==> config.mk <==
export PLATFORM = sky130hd
export DESIGN_NAME = power_mode_clock_status
export DESIGN_NICKNAME = d
export VERILOG_FILES = /design/src/design/power_mode_pkg.sv /design/src/design/power_mode_clock_status.sv
export VERILOG_INCLUDE_DIRS = /design/src /design/src/design
export SDC_FILE = /design/constraint.sdc
export NUM_CORES = 1
export LEC_CHECK = 0
export ABC_AREA = 1
export BUFFER_PORTS_ARGS = -buffer_cell sky130_fd_sc_hd__buf_2
export CORE_MARGIN = 2
export CORE_UTILIZATION = 30
export DETAILED_ROUTE_END_ITERATION = 12
export PLACE_DENSITY = 0.53
export SYNTH_ARGS = -nofsm -noshare
export SYNTH_HDL_FRONTEND = slang
export SYNTH_SLANG_ARGS = --single-unit
export TNS_END_PERCENT = 10
==> constraint.sdc <==
create_clock -name clk -period 3.2 [get_ports clk]
set_input_delay 0.32 -clock clk [delete_from_list [all_inputs] [get_ports clk]]
set_output_delay 0.32 -clock clk [all_outputs]
set_load 0.005 [all_outputs]
==> src/design/power_mode_params.svh <==
// constants for the power mode / clock status block: offsets, fields, resets
// assumes an APB slave with 32-bit data, one aligned word per register
// Contract
// - run mode after system reset release
// - wait with deep select 0 enters halt
// - wait with deep select 1 enters sleep
// - sources with sleep-stop 0 keep running
// - ram contents kept during sleep
// - interrupt, watchdog nmi or reset cancel wait
// - per-source stable flags, write one clears
// - low_speed_oscillator stop flag on stop or enable fall
// - trim done and trim error flags
// - interrupt only when flag and enable set
// - bit 5 discharge enable, reset 0
// - bit 4 voltage select, reset 1
// - operating mode codes 3,2,0; 1 reserved
// - reset flags read 1, write one clears
// - reset flags at bits 4..0, resets 1,1,0,0,0
// - pin bit 1 pull-up enable, reset 1
// - pin bit 0 reset input enable, reset 1
// - clock register fields, reset zero
// - wake-up switch copies fields leaving sleep
// - source codes; selecting stopped source starts it
// - key 0x0096 unlocks protected bits
`ifndef POWER_MODE_PARAMS_SVH
`define POWER_MODE_PARAMS_SVH
`define OFF_REGCTL 12'h000
`define OFF_RSTFLG 12'h004
`define OFF_PINCTL 12'h008
`define OFF_SCLK 12'h00C
`define OFF_PROT 12'h010
`define OFF_OSCCTL 12'h014
`define OFF_INTFLG 12'h018
`define OFF_INTEN 12'h01C
`define OFF_STATUS 12'h020
`define REGCTL_MASK 16'h0033
`define REGCTL_RST 16'h0010
`define RSTFLG_MASK 16'h001F
`define RSTFLG_RST 16'h0018
`define PINCTL_MASK 16'h0003
`define PINCTL_RST 16'h0003
`define SCLK_MASK 16'hB333
`define SCLK_RST 16'h0000
`define OSCCTL_MASK 16'h0F0F
`define OSCCTL_RST 16'h0F01
`define INT_MASK 16'h003F
`define PROT_KEY 16'h0096
`define SCLK_WUPEN_BIT 15
`define OSC_LSEN_BIT 1
`endif

==> src/design/power_mode_pkg.sv <==
// types shared by the power mode block
// assumes the params header is included alongside
`default_nettype none
package power_mode_pkg;
   typedef enum logic [1:0] {
      MODE_RUN = 2'b00,
      MODE_HALT = 2'b01,
      MODE_SLEEP = 2'b10
   } op_mode_t;
   typedef enum logic [1:0] {
      REGM_AUTO = 2'b00,
      REGM_RSVD = 2'b01,
      REGM_NORMAL = 2'b10,
      REGM_ECONOMY = 2'b11
   } reg_op_mode_t;
   typedef struct packed {
      logic waitExec;
      logic deepSleepSelect;
      logic periphIrq;
      logic wdtNmi;
      logic resetReq;
   } cpu_events_t;
   typedef struct packed {
      logic internalOscStable;
      logic lowSpeedOscStable;
      logic highSpeedOscStable;
      logic lowSpeedOscStopped;
      logic trimDone;
      logic trimError;
   } osc_events_t;
endpackage
`default_nettype wire

==> src/design/power_mode_clock_status.sv <==
// power mode tracking, clock event flags and power/reset control registers
// assumes apb master on the core side, oscillator events as 1-cycle pulses
//
// The implementer's own choices: the APB register port and the placing of the registers.
`include "power_mode_params.svh"
`default_nettype none
module power_mode_clock_status
   import power_mode_pkg::*;
(
   input wire logic clk, // system clock, 20 MHz
   input wire logic rst, // sync reset, active high
   input wire logic psel, // apb select
   input wire logic penable, // apb enable
   input wire logic pwrite, // apb direction
   input wire logic [11:0] paddr, // apb byte address
   input wire logic [31:0] pwdata, // apb write data
   output logic [31:0] prdata, // apb read data
   output logic pready, // apb ready
   output logic pslverr, // apb error
   input wire cpu_events_t cpuEv, // core wait and cancel causes
   input wire osc_events_t oscEv, // oscillator event pulses
   input wire logic [4:0] resetCause, // reset request pulses, bit order as flags
   output op_mode_t opMode, // current operating mode
   output logic cpuClockRun, // cpu clock gate
   output logic modeCancel, // wake-up pulse
   output logic ramRetain, // ram kept powered
   output logic [3:0] sourceRun, // ext, high_speed_oscillator, low_speed_oscillator, internal_oscillator run enables
   output logic clgIrq, // clock generator interrupt
   output logic regDischargeEnable, // regulator discharge
   output logic regulatorVoltageSelect, // 1 mode0, 0 mode1
   output reg_op_mode_t regulatorOperatingMode, // decoded mode
   output logic resetPinPullupEnable, // pull-up on reset pin
   output logic resetPinInputEnable, // external reset accepted
   output logic [1:0] sysclkSource, // active clock source
   output logic [1:0] sysclkDivider // active divider
);
   logic [15:0] regCtl_reg, rstFlg_reg, pinCtl_reg, sclk_reg;
   logic [15:0] oscCtl_reg, intFlg_reg, intEn_reg, prot_reg;
   op_mode_t mode_reg, mode_next;
   logic [31:0] rdata_next;
   logic wrEn, unlocked, wakeEv, leaveSleep, badAddr;
   logic [15:0] wdata, intSet, intClr;
   logic [3:0] srcSel;

   // one-hot of a clock source code
   function automatic logic [3:0] src_onehot(input logic [1:0] code);
      src_onehot = 4'h1 << code;
   endfunction

   // masked write: bits under the mask take the new value, others keep the old
   function automatic logic [15:0] merge(input logic [15:0] old,
         input logic [15:0] nv, input logic [15:0] mask);
      merge = (old & ~mask) | (nv & mask);
   endfunction

   assign pready = 1'b1; // zero wait states keep the core simple
   assign wrEn = psel & penable & pwrite;
   assign wdata = pwdata[15:0];
   assign unlocked = (prot_reg == `PROT_KEY);
   assign wakeEv = cpuEv.periphIrq | cpuEv.wdtNmi | cpuEv.resetReq;

   // unmapped offsets answer with an error
   always_comb begin
      badAddr = 1'b1;
      if (paddr == `OFF_REGCTL) begin
         badAddr = 1'b0;
      end else if (paddr == `OFF_RSTFLG) begin
         badAddr = 1'b0;
      end else if (paddr == `OFF_PINCTL) begin
         badAddr = 1'b0;
      end else if (paddr == `OFF_SCLK) begin
         badAddr = 1'b0;
      end else if (paddr == `OFF_PROT) begin
         badAddr = 1'b0;
      end else if (paddr == `OFF_OSCCTL) begin
         badAddr = 1'b0;
      end else if (paddr == `OFF_INTFLG) begin
         badAddr = 1'b0;
      end else if (paddr == `OFF_INTEN) begin
         badAddr = 1'b0;
      end else if (paddr == `OFF_STATUS) begin
         badAddr = 1'b0;
      end
   end
   assign pslverr = psel & penable & badAddr;

   // mode machine: wait enters halt or sleep, any cancel cause wakes
   always_comb begin
      mode_next = mode_reg;
      case (mode_reg)
         MODE_RUN: begin
            if (cpuEv.waitExec && !wakeEv) begin
               if (cpuEv.deepSleepSelect) begin
                  mode_next = MODE_SLEEP;
               end else begin
                  mode_next = MODE_HALT;
               end
            end
         end
         MODE_HALT: begin
            if (wakeEv) begin
               mode_next = MODE_RUN;
            end
         end
         MODE_SLEEP: begin
            if (wakeEv) begin
               mode_next = MODE_RUN;
            end
         end
         default: begin
            mode_next = MODE_RUN;
         end
      endcase
   end

   always_ff @(posedge clk) begin
      if (rst) begin
         mode_reg <= MODE_RUN;
      end else begin
         mode_reg <= mode_next;
      end
   end
   assign leaveSleep = (mode_reg == MODE_SLEEP) && (mode_next == MODE_RUN);

   // mode outputs are registered for glitch-free clock gating
   always_ff @(posedge clk) begin
      if (rst) begin
         opMode <= MODE_RUN;
         cpuClockRun <= 1'b1;
         modeCancel <= 1'b0;
      end else begin
         opMode <= mode_next;
         cpuClockRun <= (mode_next == MODE_RUN);
         modeCancel <= (mode_reg != MODE_RUN) && wakeEv;
      end
   end

   // ram stays powered in every mode, sleep included
   assign ramRetain = 1'b1;

   // source runs if enabled or selected; sleep stops only marked ones
   always_comb begin
      srcSel = oscCtl_reg[3:0] | src_onehot(sclk_reg[1:0]);
      if (mode_reg == MODE_SLEEP) begin
         srcSel = srcSel & ~oscCtl_reg[11:8];
      end
   end
   always_ff @(posedge clk) begin
      if (rst) begin
         sourceRun <= 4'h1;
      end else begin
         sourceRun <= srcSel;
      end
   end

   // event flag sources; stop flag also on enable falling edges
   always_comb begin
      intSet = 16'h0000;
      intSet[0] = oscEv.internalOscStable;
      intSet[1] = oscEv.lowSpeedOscStable;
      intSet[2] = oscEv.highSpeedOscStable;
      intSet[3] = oscEv.lowSpeedOscStopped;
      intSet[4] = oscEv.trimDone;
      intSet[5] = oscEv.trimError;
      if (wrEn && paddr == `OFF_OSCCTL && oscCtl_reg[`OSC_LSEN_BIT]
            && !wdata[`OSC_LSEN_BIT]) begin
         intSet[3] = 1'b1;
      end
      if (wrEn && unlocked && paddr == `OFF_OSCCTL && oscCtl_reg[12]
            && !wdata[12]) begin
         intSet[3] = 1'b1;
      end
      intClr = 16'h0000;
      if (wrEn && paddr == `OFF_INTFLG) begin
         intClr = wdata & `INT_MASK;
      end
   end

   // sticky flags: set wins over a clear in the same cycle
   always_ff @(posedge clk) begin
      if (rst) begin
         intFlg_reg <= 16'h0000;
      end else begin
         intFlg_reg <= (intFlg_reg & ~intClr) | intSet;
      end
   end
   assign clgIrq = |(intFlg_reg & intEn_reg);

   // reset cause flags, write one clears, new cause wins
   always_ff @(posedge clk) begin
      if (rst) begin
         rstFlg_reg <= `RSTFLG_RST;
      end else begin
         rstFlg_reg <= ((rstFlg_reg & ~((wrEn && paddr == `OFF_RSTFLG)
            ? (wdata & `RSTFLG_MASK) : 16'h0000))
            | {11'h000, resetCause}) & `RSTFLG_MASK;
      end
   end

   // protection key register
   always_ff @(posedge clk) begin
      if (rst) begin
         prot_reg <= 16'h0000;
      end else if (wrEn && paddr == `OFF_PROT) begin
         prot_reg <= wdata;
      end
   end

   // protected control registers; reserved bits kept at zero
   always_ff @(posedge clk) begin
      if (rst) begin
         regCtl_reg <= `REGCTL_RST;
         pinCtl_reg <= `PINCTL_RST;
      end else if (wrEn && unlocked) begin
         if (paddr == `OFF_REGCTL) begin
            regCtl_reg <= wdata & `REGCTL_MASK;
         end else if (paddr == `OFF_PINCTL) begin
            pinCtl_reg <= wdata & `PINCTL_MASK;
         end
      end
   end

   // clock select; wake-up switch loads active fields on leaving sleep
   always_ff @(posedge clk) begin
      if (rst) begin
         sclk_reg <= `SCLK_RST;
      end else if (leaveSleep && sclk_reg[`SCLK_WUPEN_BIT]) begin
         sclk_reg <= {sclk_reg[15:8], 2'b00, sclk_reg[13:12], 2'b00,
            sclk_reg[9:8]};
      end else if (wrEn && unlocked && paddr == `OFF_SCLK) begin
         sclk_reg <= wdata & `SCLK_MASK;
      end
   end

   // oscillator control (bit 12 holds stop detector enable); enables
   always_ff @(posedge clk) begin
      if (rst) begin
         oscCtl_reg <= `OSCCTL_RST;
         intEn_reg <= 16'h0000;
      end else if (wrEn) begin
         if (paddr == `OFF_OSCCTL) begin
            oscCtl_reg <= (wdata & `OSCCTL_MASK)
               | ((unlocked ? wdata : oscCtl_reg) & 16'h1000);
         end else if (paddr == `OFF_INTEN) begin
            intEn_reg <= wdata & `INT_MASK;
         end
      end
   end

   // read mux, registered so data comes from flops one cycle after setup
   always_comb begin
      rdata_next = 32'h0000_0000;
      if (paddr == `OFF_REGCTL) begin
         rdata_next = {16'h0000, regCtl_reg};
      end else if (paddr == `OFF_RSTFLG) begin
         rdata_next = {16'h0000, rstFlg_reg};
      end else if (paddr == `OFF_PINCTL) begin
         rdata_next = {16'h0000, pinCtl_reg};
      end else if (paddr == `OFF_SCLK) begin
         rdata_next = {16'h0000, sclk_reg};
      end else if (paddr == `OFF_PROT) begin
         rdata_next = {31'h0000_0000, unlocked};
      end else if (paddr == `OFF_OSCCTL) begin
         rdata_next = {16'h0000, oscCtl_reg};
      end else if (paddr == `OFF_INTFLG) begin
         rdata_next = {16'h0000, intFlg_reg};
      end else if (paddr == `OFF_INTEN) begin
         rdata_next = {16'h0000, intEn_reg};
      end else if (paddr == `OFF_STATUS) begin
         rdata_next = {26'h000_0000, sourceRun, mode_reg};
      end
   end
   always_ff @(posedge clk) begin
      if (rst) begin
         prdata <= 32'h0000_0000;
      end else if (psel && !penable) begin
         prdata <= rdata_next;
      end
   end

   // register fields to pins
   assign regDischargeEnable = regCtl_reg[5];
   assign regulatorVoltageSelect = regCtl_reg[4];
   assign regulatorOperatingMode = reg_op_mode_t'(regCtl_reg[1:0]);
   assign resetPinPullupEnable = pinCtl_reg[1];
   assign resetPinInputEnable = pinCtl_reg[0];
   assign sysclkSource = sclk_reg[1:0];
   assign sysclkDivider = sclk_reg[5:4];

   // checks
   sleep_entry_a: assert property (@(posedge clk) disable iff (rst)
      (mode_reg == MODE_RUN && cpuEv.waitExec && cpuEv.deepSleepSelect
      && !wakeEv) |=> mode_reg == MODE_SLEEP)
      else $error("sleep not entered");
   halt_entry_a: assert property (@(posedge clk) disable iff (rst)
      (mode_reg == MODE_RUN && cpuEv.waitExec && !cpuEv.deepSleepSelect
      && !wakeEv) |=> mode_reg == MODE_HALT ##1 cpuClockRun == 1'b0)
      else $error("halt not entered");
   wake_cancel_a: assert property (@(posedge clk) disable iff (rst)
      (mode_reg != MODE_RUN && wakeEv) |=> modeCancel
      && mode_reg == MODE_RUN)
      else $error("wake did not cancel");
   flag_set_a: assert property (@(posedge clk) disable iff (rst)
      oscEv.trimDone |=> intFlg_reg[4])
      else $error("trim flag lost");
   irq_gate_a: assert property (@(posedge clk) disable iff (rst)
      clgIrq == |(intFlg_reg & intEn_reg & `INT_MASK))
      else $error("irq gating wrong");
   sleep_keep_a: assert property (@(posedge clk) disable iff (rst)
      (mode_reg == MODE_SLEEP && !oscCtl_reg[8] && oscCtl_reg[0])
      |=> sourceRun[0])
      else $error("source stopped in sleep");
   protect_a: assert property (@(posedge clk) disable iff (rst)
      (!unlocked && !leaveSleep) |=> $stable(sclk_reg))
      else $error("protected write passed");
   wake_copy_a: assert property (@(posedge clk) disable iff (rst)
      (leaveSleep && sclk_reg[15]) |=> sclk_reg[1:0] == $past(sclk_reg[9:8])
      && sclk_reg[5:4] == $past(sclk_reg[13:12]))
      else $error("wake-up copy wrong");
   rst_flag_a: assert property (@(posedge clk) disable iff (rst)
      resetCause[2] |=> rstFlg_reg[2])
      else $error("reset flag lost");
endmodule
`default_nettype wire

==> results.sh <==
export IMPL_grt_max_degree=43
export IMPL_maxCapViolCount=0
export IMPL_powerDensity_nw_per_um2=464
export IMPL_netlist_top_cells_count="98 x nand2_1, 78 x dfxtp_1, 75 x inv_1"
export IMPL_drt_total_wl_um=12400
export IMPL_port_buffers=81
export IMPL_reg2reg_to="sclk_reg[8]"
export IMPL_timing_final_max_slew_violations=0
export IMPL_synthArstFlopShare_pct=0
export IMPL_cp_slowest_cell="nand2_1"
export IMPL_fin_crit_sh_pct=61.5
export IMPL_wire_per_inst_um=15.0
export IMPL_cts_htree_levels=3
export IMPL_yosysMostFrequentCell="nand2_1"
export IMPL_post_cts_buffers=0
export IMPL_drc=0
export IMPL_p_total_mw=2.24
export IMPL_cts_made_buffers=9
export IMPL_coreArea_um2=13200
export IMPL_syn_to_final_growth_pct=18.7
export IMPL_syn_inst=574
export IMPL_syn_area_um2=4070
export IMPL_rsz0062_at_grt="false"
export IMPL_yosysTopAreaCell="dfxtp_1"
export IMPL_switching_share_pct=23.3
export IMPL_numClockSinks=78
export IMPL_clk_pin_slew_ps=60
export IMPL_syn_area_per_cell_um2=7.08
export IMPL_drtIter0Drc=283
export IMPL_min_to="rstFlg_reg[4]"
export IMPL_num_rows=42
export IMPL_diodes=0
export IMPL_grt_pass1_vias=3786
export IMPL_slowest_delay_ps=580
export IMPL_leakagePower_nw=2.20
export IMPL_ys_flop_type="dfxtp_1"
export IMPL_path_delay_family="simple AND/OR/NAND/NOR gates"
export IMPL_crit_fanout=32
export IMPL_worstReg2RegStart="opMode[0]"
export IMPL_drive_gt1_share_pct=20.5
export IMPL_start_util_pct=30.7
export IMPL_yosys_top_cells_area="dfxtp_1 38%, nand2_1 9.0%, inv_1 6.9%"
export IMPL_synth_edf_count=0
export IMPL_clkPwrFrac_pct=49.2
export IMPL_final_antenna_net_count=0
export IMPL_vias=3990
export IMPL_grt_pass1_wl_um=19300
export IMPL_p_comb_share_pct=6.4
export IMPL_finalSetupTns_ps=0
export IMPL_final_setup_viol_count=0
export IMPL_worstPathCellList="buf_2 > nor2_1 > nand2_1 > nor3_2 > nand2_1 > o21ai_0 > a21oi_1"
export IMPL_ys_seq_area_share_pct=38.4
export IMPL_whs_path_depth=3
export IMPL_startpoint_type="primary input"
export IMPL_crit_buf_inv=1
export IMPL_slew_headroom_pct=24.2
export IMPL_synth_seq_cells=78
export IMPL_min_from="resetCause[4]"
export IMPL_hold_buffers=0
export IMPL_netSwitchingPower_mw=0.522
export IMPL_globalRouteOverflowTotal=0
export IMPL_synth_top_cell_area_share_pct=38.4
export IMPL_die_h_um=120
export IMPL_p_int_mw=1.72
export IMPL_viasPerCell=4.83
export IMPL_cts_tree="done"
export IMPL_dr_pass1_iters=5
export IMPL_min_period_ps=1970
export IMPL_cp_common_cell="nand2_1"
export IMPL_largest_reg_flops=16
export IMPL_seq_power_share_pct=44.3
export IMPL_fp_dieW_um=120
export IMPL_cts_path_max_buffers=2
export IMPL_grt_usage_pct=17.3
export IMPL_nets=713
export IMPL_tightest_slew_ps=1140
export IMPL_arrival_ps=2160
export IMPL_crit_required_ps=3400
export IMPL_ir_worst_vdd_mv=0.206
export IMPL_crit_path_end_kind="flop"
export IMPL_crit_type="primary input to flop"
export IMPL_skew_ps=7.67
export IMPL_clk_latency_ps=340
export IMPL_gp_congestion=0.905
export IMPL_cts_root_buf="clkbuf_16"
export IMPL_min_path_type="primary input to flop"
export IMPL_reg2reg_slack_ps=1340
export IMPL_yosysWarningCount=0
export IMPL_outcome="finished clean"
export IMPL_dp_hpwl_um=9670
export IMPL_hold_violations=0
export IMPL_r2r_cells=9
export IMPL_antenna_found_initial=0
export IMPL_cts_resized_gates=0
export IMPL_postLayoutCoreUtil_pct=36.4
export IMPL_ios=119
export IMPL_fmax_ghz=0.508
export IMPL_synth_distinct_cells=37
export IMPL_die_area_um2=14500
[kinds of logic (layout without fill, tap and decap cells)]
group                    count (synthesis)  count (layout)  synth area share [%]
AND/OR/NAND/NOR                        251             251                  30.5
buffers and inverters                  123             180                  14.4
AO/OA/AOI/OAI                          117             117                  15.6
flip-flops                              78              78                  38.4
adder cells (fa/ha/maj)                  3               3                 0.923
other                                    2              21                 0.185
[power by group through the flow]
stage / sequential [mW] / combinational [mW] / clock (mW)
2_1_floorplan: 1.01 / 0.0937 / 0
3_3_place_gp: 1.01 / 0.141 / 0
3_5_place_dp: 1.01 / 0.144 / 0
4_1_cts: 0.992 / 0.145 / 1.12
5_1_grt: 0.993 / 0.162 / 1.16
6_report: 0.992 / 0.144 / 1.10
[per-layer routing]
metal / routed length, um / part of all wire [%] / global-route usage, %
met1: 5620 / 45 / 22.7
met2: 5740 / 46 / 28.7
met3: 728 / 5.9 / 2.22
met4: 296 / 2.4 / 6.90
met5: 0 / 0 / 0
[worst reg2reg max path, stage by stage (launching register included)]
cell     delay (ps)
dfxtp_1         440
inv_1           110
ha_1            320
nand3_1          90
nand2_1         110
a21oi_4         240
nand2_4         140
nand2_2         130
nor2_1           50
nor3_1          170
[cell usage in the layout, fill, tap and decap left out, drive strengths merged, types with 15 or more instances in the layout]
cell and count:
o21ai 47, nor2 54, inv 80, dfxtp 78
nand2 104, nand3 56, buf 84, a21oi 57
conb 21, nand4 15
[metrics by stage]
stage          std cells  hold WS, ps  cell area (um^2)  setup WS [ps]
6_report             826          167              4830           1230
5_1_grt              826          180              4830           1030
4_1_cts              826          166              4830           1280
3_5_place_dp         810          437              4500            920
3_3_place_gp         810          446              4500            987
2_1_floorplan        593          413              4140           1540
[worst max path at each step]
stage | cells after the start | slack, ps | to | from
2_1_floorplan | 9 | 1540 | sclk_reg[9] | opMode[0]
3_3_place_gp | 7 | 990 | prot_reg[15] | paddr[7]
3_5_place_dp | 7 | 920 | prot_reg[14] | paddr[7]
4_1_cts | 7 | 1280 | prot_reg[14] | paddr[7]
5_1_grt | 7 | 1030 | prot_reg[12] | paddr[7]
6_report | 7 | 1230 | prot_reg[14] | paddr[7]
[layout make-up]
type,instances,area (um^2)
clock buffers,9,225
repair buffers,84,428
clock inverters,7,98.8
inverters,80,303
fillers,1467,8420
well taps,176,220
flip-flops and latches,78,1560
multi-input cells,392,1990
(Power assumes the default switching activity.)
